**src/amp_cfg_pkg.sv**
```systemverilog
package amp_cfg_pkg;
  localparam logic [7:0] ADDR_SWITCHING = 8'h02;
  localparam logic [7:0] ADDR_SERIAL = 8'h03;
  localparam logic [7:0] ADDR_CHSTATE = 8'h04;
  localparam logic [7:0] ADDR_GAIN1 = 8'h05;
  localparam logic [7:0] ADDR_GAIN2 = 8'h06;
  localparam logic [7:0] ADDR_RAMP = 8'h01;
  localparam logic [7:0] RST_SWITCHING = 8'h62;
  localparam logic [7:0] RST_SERIAL = 8'h04;
  localparam logic [7:0] RST_CHSTATE = 8'h55;
  localparam logic [7:0] RST_GAIN = 8'hcf;
  localparam logic [7:0] RST_RAMP = 8'h32;
  localparam logic [7:0] MASK_SWITCHING = 8'h77;
  localparam logic [7:0] GAIN_MUTE_BELOW = 8'h07;
  localparam logic [7:0] GAIN_UNITY = 8'hcf;
  localparam logic [7:0] ZERO8 = 8'h00;
  localparam logic [3:0] ONE4 = 4'h1;
  localparam logic [3:0] ZERO4 = 4'h0;
  localparam logic [7:0] ONE8 = 8'h01;

  typedef enum logic [2:0] {
    SW_X8 = 3'h0, SW_X10 = 3'h1, SW_X38 = 3'h5, SW_X44 = 3'h6, SW_X48 = 3'h7
  } switch_rate_t;

  typedef enum logic [1:0] {
    ST_PLAY = 2'h0, ST_HIZ = 2'h1, ST_MUTE = 2'h2, ST_DIAG = 2'h3
  } op_state_t;

  typedef struct packed {
    logic [2:0] switchRateSel;
    logic [5:0] switchMultiple;
    logic switchRateValid;
    logic modulatorOversampleSelect;
    logic [7:0] oversampleRatio;
    logic [1:0] phaseOffsetSel;
    logic [5:0] phaseOffsetDeg;
  } switching_cfg_t;

  typedef struct packed {
    logic [1:0] inputRateSelect;
    logic inputRateValid;
    logic eightSlotHalfSelect;
    logic slotWidth16;
    logic pairSwap;
    logic [2:0] serialFormat;
    logic serialFormatValid;
  } serial_cfg_t;

  typedef struct packed {
    op_state_t ch1OperatingState;
    op_state_t ch2OperatingState;
  } chan_state_t;
endpackage

```
**src/audio_amp_config_registers.sv**
```systemverilog
`timescale 1ns/1ns
`default_nettype none
// Summary of operation
// - switching rate field: 8,10,38,44,48 times fs; codes 010-100 reserved; reset 110
// - oversample bit: clear 64x, set 128x; resets clear
// - phase offset field: 0,30,45,60 degrees; resets to 45-degree code
// - input rate bits 7-6: 44.1, 48, 96 kHz; 11 reserved; reset 00
// - eight-slot TDM: first four slots when clear, last four when set
// - slot width bit: clear 24/32-bit, set 16-bit; resets clear
// - pair swap set: channels 1/2 use slots of channels 3/4, and reverse
// - serial format: RJ24/20/18/16, I2S, left-justified, DSP; 111 reserved; reset 100
// - channel 1 state bits 7-6: play, hi-z, mute, DC diagnostics; reset hi-z
// - channel 2 state bits 5-4: same encoding; reset hi-z
// - 8-bit gain, 0.5 dB steps, 0xff +24 dB, 0xcf 0 dB; reset 0xcf
// - gain 0x07 is -100 dB; below 0x07 mutes the channel
// - channel 1 gain at 0x05, channel 2 gain at 0x06, each own code
// - gain ramps one step per 1, 2, 4 or 8 frame syncs; reset 1
module audio_amp_config_registers
  import amp_cfg_pkg::*;
(
  input wire logic mclk,
  input wire logic rst,
  input wire logic regWrite,
  input wire logic [7:0] regAddr,
  input wire logic [7:0] regWdata,
  output logic [7:0] regRdata,
  input wire logic frameSyncPulse,
  output switching_cfg_t switchingCfg,
  output serial_cfg_t serialCfg,
  output chan_state_t chanState,
  output logic [7:0] ch1GainCode,
  output logic [7:0] ch2GainCode,
  output logic ch1Muted,
  output logic ch2Muted
);
  logic [7:0] switching_r;
  logic [7:0] serial_r;
  logic [7:0] chState_r;
  logic [7:0] gain1_r;
  logic [7:0] gain2_r;
  logic [7:0] ramp_r;
  logic [7:0] rdata_r;
  logic [7:0] rdata_nxt;
  logic [1:0] rampRate;
  logic [5:0] switchMult;
  logic [5:0] phaseDeg;

  function automatic logic hit(input logic [7:0] a, input logic [7:0] b);
    return a == b;
  endfunction

  always_ff @(posedge mclk) begin
    if (rst) begin
      switching_r <= RST_SWITCHING;
      serial_r <= RST_SERIAL;
      chState_r <= RST_CHSTATE;
      gain1_r <= RST_GAIN;
      gain2_r <= RST_GAIN;
      ramp_r <= RST_RAMP;
    end else if (regWrite) begin
      // reserved bits of the switching register stay zero
      if (hit(regAddr, ADDR_SWITCHING)) switching_r <= regWdata & MASK_SWITCHING;
      if (hit(regAddr, ADDR_SERIAL)) serial_r <= regWdata;
      if (hit(regAddr, ADDR_CHSTATE)) chState_r <= regWdata;
      if (hit(regAddr, ADDR_GAIN1)) gain1_r <= regWdata;
      if (hit(regAddr, ADDR_GAIN2)) gain2_r <= regWdata;
      if (hit(regAddr, ADDR_RAMP)) ramp_r <= regWdata;
    end
  end

  assign rdata_nxt = hit(regAddr, ADDR_SWITCHING) ? switching_r :
                    hit(regAddr, ADDR_SERIAL) ? serial_r :
                    hit(regAddr, ADDR_CHSTATE) ? chState_r :
                    hit(regAddr, ADDR_GAIN1) ? gain1_r :
                    hit(regAddr, ADDR_GAIN2) ? gain2_r :
                    hit(regAddr, ADDR_RAMP) ? ramp_r : ZERO8;

  always_ff @(posedge mclk) begin
    if (rst) rdata_r <= ZERO8;
    else rdata_r <= rdata_nxt;
  end
  assign regRdata = rdata_r;

  // reserved switching codes fall back to a zero multiple, flagged invalid
  always_comb begin
    case (switching_r[6:4])
      SW_X8: switchMult = 6'd8;
      SW_X10: switchMult = 6'd10;
      SW_X38: switchMult = 6'd38;
      SW_X44: switchMult = 6'd44;
      SW_X48: switchMult = 6'd48;
      default: switchMult = 6'd0;
    endcase
  end

  always_comb begin
    case (switching_r[1:0])
      2'h0: phaseDeg = 6'd0;
      2'h1: phaseDeg = 6'd30;
      2'h2: phaseDeg = 6'd45;
      default: phaseDeg = 6'd60;
    endcase
  end

  assign switchingCfg.switchRateSel = switching_r[6:4];
  assign switchingCfg.switchMultiple = switchMult;
  assign switchingCfg.switchRateValid = switchMult != 6'd0;
  assign switchingCfg.modulatorOversampleSelect = switching_r[2];
  assign switchingCfg.oversampleRatio = switching_r[2] ? 8'd128 : 8'd64;
  assign switchingCfg.phaseOffsetSel = switching_r[1:0];
  assign switchingCfg.phaseOffsetDeg = phaseDeg;

  assign serialCfg.inputRateSelect = serial_r[7:6];
  assign serialCfg.inputRateValid = serial_r[7:6] != 2'h3;
  assign serialCfg.eightSlotHalfSelect = serial_r[5];
  assign serialCfg.slotWidth16 = serial_r[4];
  assign serialCfg.pairSwap = serial_r[3];
  assign serialCfg.serialFormat = serial_r[2:0];
  assign serialCfg.serialFormatValid = serial_r[2:0] != 3'h7;

  assign chanState.ch1OperatingState = op_state_t'(chState_r[7:6]);
  assign chanState.ch2OperatingState = op_state_t'(chState_r[5:4]);

  assign rampRate = ramp_r[3:2];

  gain_ramp ramp1 (
    .mclk(mclk),
    .rst(rst),
    .frameSyncPulse(frameSyncPulse),
    .rampRate(rampRate),
    .targetCode(gain1_r),
    .currentCode(ch1GainCode),
    .channelMuted(ch1Muted)
  );
  gain_ramp ramp2 (
    .mclk(mclk),
    .rst(rst),
    .frameSyncPulse(frameSyncPulse),
    .rampRate(rampRate),
    .targetCode(gain2_r),
    .currentCode(ch2GainCode),
    .channelMuted(ch2Muted)
  );

  switch_reset_a: assert property (@(posedge mclk)
    $past(rst) |-> switchMult == 6'd44 && phaseDeg == 6'd45
      && !switchingCfg.modulatorOversampleSelect)
    else $error("switching setup reset value wrong");
  // ties the ratio to the written bit, not to the stored copy
  oversample_map_a: assert property (@(posedge mclk) disable iff (rst)
    regWrite && hit(regAddr, ADDR_SWITCHING)
      |=> switchingCfg.oversampleRatio == ($past(regWdata[2]) ? 8'd128 : 8'd64))
    else $error("oversample ratio mismatch");
  phase_write_a: assert property (@(posedge mclk) disable iff (rst)
    regWrite && hit(regAddr, ADDR_SWITCHING) && regWdata[1:0] == 2'h3
      |=> phaseDeg == 6'd60)
    else $error("phase offset not applied");
  serial_reset_a: assert property (@(posedge mclk)
    $past(rst) |-> serialCfg.serialFormat == 3'h4 && serialCfg.inputRateSelect == 2'h0
      && !serialCfg.slotWidth16)
    else $error("serial setup reset value wrong");
  serial_write_a: assert property (@(posedge mclk) disable iff (rst)
    regWrite && hit(regAddr, ADDR_SERIAL) |=> serialCfg.pairSwap == $past(regWdata[3])
      && serialCfg.eightSlotHalfSelect == $past(regWdata[5]))
    else $error("slot options not stored");
  chan_reset_a: assert property (@(posedge mclk)
    $past(rst) |-> chanState.ch1OperatingState == ST_HIZ
      && chanState.ch2OperatingState == ST_HIZ)
    else $error("channel state reset wrong");
  gain_isolate_a: assert property (@(posedge mclk) disable iff (rst)
    regWrite && hit(regAddr, ADDR_GAIN1) |=> $stable(gain2_r))
    else $error("channel 1 write touched channel 2");
  mute_below_a: assert property (@(posedge mclk) disable iff (rst)
    ch1GainCode < GAIN_MUTE_BELOW |-> ch1Muted)
    else $error("channel 1 not muted below 0x07");
  gain_readback_a: assert property (@(posedge mclk) disable iff (rst)
    !regWrite && hit(regAddr, ADDR_GAIN2) ##1 !regWrite |-> regRdata == gain2_r)
    else $error("gain readback wrong");
endmodule
`default_nettype wire

```
**src/gain_ramp.sv**
```systemverilog
`timescale 1ns/1ns
`default_nettype none
module gain_ramp
  import amp_cfg_pkg::*;
(
  input wire logic mclk,
  input wire logic rst,
  input wire logic frameSyncPulse,
  input wire logic [1:0] rampRate,
  input wire logic [7:0] targetCode,
  output logic [7:0] currentCode,
  output logic channelMuted
);
  logic [2:0] frameCnt_r;
  logic [7:0] code_r;
  logic [2:0] frameLimit;
  logic stepNow;

  // one step every 1, 2, 4 or 8 frames
  assign frameLimit = 3'((4'h1 << rampRate) - ONE4);
  assign stepNow = frameSyncPulse && (frameCnt_r >= frameLimit);

  always_ff @(posedge mclk) begin
    if (rst) begin
      frameCnt_r <= 3'h0;
      code_r <= RST_GAIN;
    end else begin
      if (frameSyncPulse) begin
        frameCnt_r <= stepNow ? 3'h0 : frameCnt_r + 3'h1;
      end
      if (stepNow && code_r < targetCode) begin
        code_r <= code_r + ONE8;
      end else if (stepNow && code_r > targetCode) begin
        code_r <= code_r - ONE8;
      end
    end
  end

  assign currentCode = code_r;
  // code below 0x07 silences the channel completely
  assign channelMuted = code_r < GAIN_MUTE_BELOW;

  code_moves_a: assert property (@(posedge mclk) disable iff (rst)
    !$past(stepNow) && !$past(rst) |-> $stable(code_r))
    else $error("gain code moved without a ramp step");
  code_step_a: assert property (@(posedge mclk) disable iff (rst)
    stepNow && code_r != targetCode && $stable(targetCode)
      |=> code_r != $past(code_r))
    else $error("gain code failed to step toward target");
endmodule
`default_nettype wire

```
**config.mk**
```make
export PLATFORM = sky130hd
export DESIGN_NAME = audio_amp_config_registers
export DESIGN_NICKNAME = d
export VERILOG_FILES = /design/src/amp_cfg_pkg.sv /design/src/audio_amp_config_registers.sv /design/src/gain_ramp.sv
export SDC_FILE = /design/constraint.sdc
export NUM_CORES = 1
export LEC_CHECK = 0
export ABC_AREA = 1
export BUFFER_PORTS_ARGS = -buffer_cell sky130_fd_sc_hd__buf_2
export CAP_MARGIN = 20
export CORE_ASPECT_RATIO = 0.75
export CORE_UTILIZATION = 27
export CTS_CLUSTER_DIAMETER = 40
export DETAILED_ROUTE_END_ITERATION = 10
export PLACE_DENSITY = 0.45
export SLEW_MARGIN = 20
export SYNTH_ARGS = -nofsm -noshare
export SYNTH_HDL_FRONTEND = slang
export SYNTH_SLANG_ARGS = --single-unit
```
**constraint.sdc**
```tcl
create_clock -name mclk -period 3.86 [get_ports mclk]
set_input_delay 0.579 -clock mclk [delete_from_list [all_inputs] [get_ports mclk]]
set_output_delay 0.579 -clock mclk [all_outputs]
set_load 0.05 [all_outputs]
```
# --- Word level (Yosys, flattened, before mapping) ---
# Index checks and enable logic that the tools add are counted.
word_totals:
  reg_bits: 76
  in_bits: 20
  word_cells: 75
  output_inout_bits: 67
classes:
  magnitude_cmp: 8
  n_eq_ne: 14
  n_shift: 1
  muxes: 15
  addsub: 7
  n_reduce_logical: 18
ops:
  columns: ["operator", "count"]
  rows:
  - ["$mux 8", 10]
  - ["$pmux 6 s5", 1]
  - ["$eq 8x3->1 const B", 3]
  - ["$pmux 6 s3", 1]
  - ["$add 8x1->8 const B", 2]
  - ["$eq 8x2->1 const B", 2]
  - ["$gt 8x8->1", 2]
  - ["$lt 8x3->1 const B", 2]
  - ["$lt 8x8->1", 2]
  - ["$sub 8x1->8 const B", 2]
  - ["$reduce_and 2->1", 6]
  - ["$eq 3x3->1 const B", 3]
  - ["$eq 8x1->1 const B", 1]
  - ["$mux 7", 1]
  - ["$add 3x1->3 const B", 2]
  - ["$ge 3x3->1", 2]
  - ["$logic_and 1x1->1", 6]
  - ["$mux 3", 2]
  - ["$reduce_bool 6->1", 1]
  - ["$reduce_bool 2->1", 2]
  - ["$eq 3x1->1 const B", 1]
  - ["$logic_not 3->1", 1]
  - ["$ne 3x3->1 const B", 1]
  - ["$shl 1x2->3 const A", 1]
  - ["6 further kinds", 6]

# --- Depth between registers and ports, before layout ---
logic_depth:
  depth_word: 7
  ltp_mapped: 20
  ltp_nobuf: 20

# --- Modules after synthesis ---
# Synthesis repeated with hierarchy kept, for this count alone.
unflattened:
  cells_unflattened: 616
  area_unflattened_um2: 4598.2
by_module_without_submodules:
  columns: ["mod", "seq_area_each_um2", "cells_each", "area_each_um2", "n_inst"]
  rows:
  - ["audio_amp_config_registers", 1081.0, 325, 2477.4, 1]
  - ["gain_ramp at ramp2", 220.2, 146, 1066.0, 1]
  - ["gain_ramp at ramp1", 220.2, 145, 1054.8, 1]

# --- Least setup slack after synthesis ---
# No wires, ideal clock.
synth_timing:
  path_kind: "register -> output"
  start: "register ramp2.code_r[2], in the netlist ramp2.currentCode[2]"
  end: "output ch2Muted"
  t_required_ns: 3.281
  path_buffers: 0
  arrival_time_ns: 2.359
  path_stages_with_launch: 3
  slack_ns: 0.922
  path_cell_list: "dfxtp_1 > a311o_1 > nor4_1"
synth_via:
  elab_chain_cells: 1
synth_rtl:
  columns: ["item", "line_no", "rtl"]
  rows:
  - ["from (decl)", "gain_ramp.sv:15", "logic [7:0] code_r;"]
  - ["from (signal assigned)", "gain_ramp.sv:32", "code_r <= code_r + ONE8;"]
  - ["from (signal assigned)", "gain_ramp.sv:34", "code_r <= code_r - ONE8;"]
  - ["$lt 8x3->1", "gain_ramp.sv:41", "assign channelMuted = code_r < GAIN_MUTE_BELOW;"]
  - ["to (decl)", "audio_amp_config_registers.sv:34", "output logic ch2Muted"]
# No other way between the ends.

# --- Worst setup path after layout ---
layout_timing:
  start: "register ramp_r[3]"
  end: "register ramp1.code_r[7], in the netlist ramp1.currentCode[7]"
layout_via:
  elab_chain_cells: 6
  word_cells_on_any_way: 8
  classes_between: "1 x add/sub; 1 x order compare; 1 x shift; 1 x mux; 4 x reduce/logical"
layout_rtl:
  columns: ["item", "line_no", "rtl"]
  rows:
  - ["from (decl)", "audio_amp_config_registers.sv:41", "logic [7:0] ramp_r;"]
  - ["from (signal assigned)", "audio_amp_config_registers.sv:67", "if (hit(regAddr, ADDR_RAMP)) ramp_r <= regWdata;"]
  - ["$shl 1x2->3 (*)", "gain_ramp.sv:20", "assign frameLimit = 3'((4'h1 << rampRate) - ONE4);"]
  - ["$sub 3x1->3 (*)", "gain_ramp.sv:20", null]
  - ["$ge 3x3->1 (*)", "gain_ramp.sv:21", "assign stepNow = frameSyncPulse && (frameCnt_r >= frameLimit);"]
  - ["$logic_and 1x1->1 (*)", "gain_ramp.sv:21", null]
  - ["$logic_and 1x1->1 (on tied branches)", "gain_ramp.sv:31, gain_ramp.sv:33", null]
  - ["$mux 8 / $reduce_bool 2->1 (equally long branches)", null, null]
  - ["to (signal assigned)", "gain_ramp.sv:32", null]
  - ["to (signal assigned)", "gain_ramp.sv:34", null]
  - ["to (decl)", "gain_ramp.sv:15", null]
# Mark *: on every way between the ends. The rest lies on a longest branch, timed or not.
# A chain may end at the register's enable or synchronous reset.

==> qor.json <==
{
  "drt-initial-drc-count": 301,
  "postLayoutCellArea_um2": 5230,
  "finalMaxSlewViolations": 0,
  "layout_setup_ws_ns": 0.739,
  "synth.yosys.warnings": 0,
  "core-area_um2": 16000,
  "worstSkewPairLatency_ns": 0.34,
  "layout.cells.most_common": "nand2_1",
  "post_synth_instance_area_um2": 4410,
  "global_route_wire_length_before_repair_mm": 20.7,
  "gate_count_post_synth": 615,
  "remaining_drc_errors": 0,
  "post-synth-top-area-fraction_pct": 34.5,
  "setup_tns_ns": 0,
  "dr_wl_met3_um": 760,
  "ios": 87,
  "post_dp_cell_area_um2": 4930,
  "leak_nw": 2.65,
  "die_height_um": 113,
  "start_kind": "register",
  "cts.reportedPaths.clkPinSlew_ns": 0.06,
  "period_minus_slack_ns": 3.12,
  "met1_length_mm": 6.85,
  "final_core_util_pct": 32.7,
  "slew_headroom_pct": 58.3,
  "netlist-cell-type-count": 33,
  "irDropWorstVdd_mv": 0.408,
  "tritoncts": "yes",
  "cts_hold_buf": 0,
  "start_util_pct": 27.5,
  "route.vias.total": 4266,
  "cp-end-kind": "register",
  "detail_route.vias_per_cell": 4.75,
  "run_status": "completed",
  "area_growth_pct": 18.5,
  "cts.root.buffer_cell": "clkbuf_16",
  "postRouteWirelength_mm": 13.1,
  "hold_viol_final": 0,
  "synth_top_flop_cell": "dfxtp_1",
  "timing.critical_path.slowest_stage_cell": "ha_1",
  "post_cts_buffers": 0,
  "maximum_number_of_pins_on_one_net_before_global_route_repair": 51,
  "yosys-top-cells-area": "dfxtp_1, nand2_1, ha_1",
  "worst_clock_skew_ns": 0.00699,
  "worst-path-max-fanout": 15,
  "power.density_nw_per_um2": 621,
  "post_cts.resized_instances": 0,
  "critPathArrivalTime_ns": 3.32,
  "antenna_violations_before_repair": 0,
  "critical_path_required_ns": 4.06,
  "crit_path_max_incr_delay_ns": 0.42,
  "layout.cells.most_common_list": "nand2_1, inv_1, buf_2",
  "gp_routability_congestion": 0.838,
  "synth_top_area_cell": "dfxtp_1",
  "cts_max_path_buffers": 2,
  "preCtsSetupSlack_ns": 0.754,
  "via_count_of_the_first_global_routing_pass": 3917,
  "worstSetupPathType": "reg2reg",
  "cts.sink_count": 76,
  "report.final.setup_viol": 0,
  "drt_pre_antenna_iters": 5,
  "floorplan.die_area_um2": 16900,
  "synth_edf_count": 0,
  "worstPathBufferInverterCount": 2,
  "tritoncts.num_buffers": 9,
  "post_synth.cell_area_avg_um2": 7.17,
  "worst_path_most_repeated_cell": "nand2_1",
  "critical_path.top_delay_family": "simple AND/OR/NAND/NOR gates",
  "route.detailed.wl_per_inst_um": 14.6,
  "grt-ovfl-total": 0,
  "route.antenna.remaining_nets": 0,
  "final_nets": 739,
  "max-cap-violations": 0,
  "hpwlAfterDp_mm": 9.99,
  "ys_ff_latch": 76,
  "placement_rows": 40,
  "die_x_um": 150,
  "worst_hold_path_type": "reg2reg",
  "timing.critical_path.cells": "or2_2 -> ha_1 -> inv_1 -> a21boi_0 -> o21ai_1 -> nor2_1 -> nand2_2 -> ha_1 -> a21oi_1 -> nand2_1 -> a21oi_1 -> inv_1 -> nand3_1 -> nand2_1 -> nand2_1 -> nand3_1",
  "diodes": 0,
  "place.port_buffers": 79,
  "fmax_mhz": 320,
  "cts-htree-levels": 3,
  "worstMarginPinSlew_ns": 0.620,
  "route.met2.wl_mm": 5.41,
  "unrepaired_setup_endpoints_after_global_routing": "no",
  "layout-drive-gt1-share_pct": 16.7,
  "top_layer": "met4",
  "postSynth.asyncResetShare_pct": 0,
  "fin_total_pwr_w": 0.00325,
  "synth_sequential_area_ratio_pct": 34.5,
  "grt_util_all_layers_pct": 16.2,
  "timing.final.crit_share_pct": 80.9
}
cell type report:
| class | instances | area, um^2 |
|---|---|---|
| timing repair buffer | 80 | 403 |
| multi-input combinational | 431 | 2420 |
| clock inverter | 7 | 76.3 |
| inverter | 85 | 319 |
| fill | 1755 | 10800 |
| tap | 210 | 263 |
| sequential | 76 | 1520 |
| clock buffer | 9 | 225 |
logic make-up after synthesis:
logic type	after synthesis	share of synthesized area [%]
and+or+nand+nor	262	26.3
AOI/OAI and AO/OA	115	15.2
buffers and inverters	114	11.1
DFF	76	34.5
adders and majority gates	36	10.6
xor gates and xnor gates	11	2.18
other	1	0.0850
report_power, final:
group          switching (W)  internal [W]
combinational       0.000938      0.000474
sequential          0.000119      0.000853
clock               0.000361      0.000504
cell usage after synthesis (4+ instances only):
library cell  count
clkbuf_1         11
nor3_1            5
nand4_1          12
buf_4            16
inv_2             4
inv_1            81
nand3_1          54
ha_1             34
o21ai_0          27
xor2_1            9
dfxtp_1          76
nand2_2           5
nand2_1         134
nor2_1           40
o211ai_1         23
a211oi_1         10
nor2_2            4
a21oi_1          48
tightest hold or removal path, delay by kind of cell (launching register included):
family | cells | cell delay (ns)
flip-flops | 1 | 0.32
AND/OR/NAND/NOR | 1 | 0.05
AO/OA/AOI/OAI | 1 | 0.06
worst paths after layout:
check	startpoint	end	slack (ns)	cells past startpoint
min reg2reg	gain2_r[2]	gain2_r[2]	0.48	2
max reg2reg	ramp_r[3]	ramp1.currentCode[7]	0.74	16
min	gain2_r[2]	gain2_r[2]	0.48	2
max	ramp_r[3]	ramp1.currentCode[7]	0.74	16
state kept, by name, indices dropped and copies added (netlist names):
| register | flops |
|---|---|
| serial_r | 8 |
| ramp1.frameCnt_r | 3 |
| ramp2.currentCode | 8 |
| ramp1.currentCode | 8 |
| gain2_r | 8 |
| gain1_r | 8 |
| regRdata | 8 |
| switching_r | 6 |
| ramp_r | 8 |
| ramp2.frameCnt_r | 3 |
| chState_r | 8 |
routing by layer:
layer | GRT usage (%) | vias to the layer above
met4 | 4.22 | 0
li1 | - | 2169
met5 | 0 | -
met3 | 3.79 | 8
met2 | 23.1 | 108
met1 | 23.9 | 1981
through the flow:
stage	hold slack [ns]	instances
finish	0.475	898
global route	0.499	898
CTS	0.469	898
detailed placement	0.462	882
global placement	0.438	882
floorplan	0.430	621
No activity file was read; power rests on OpenSTA's default activity.
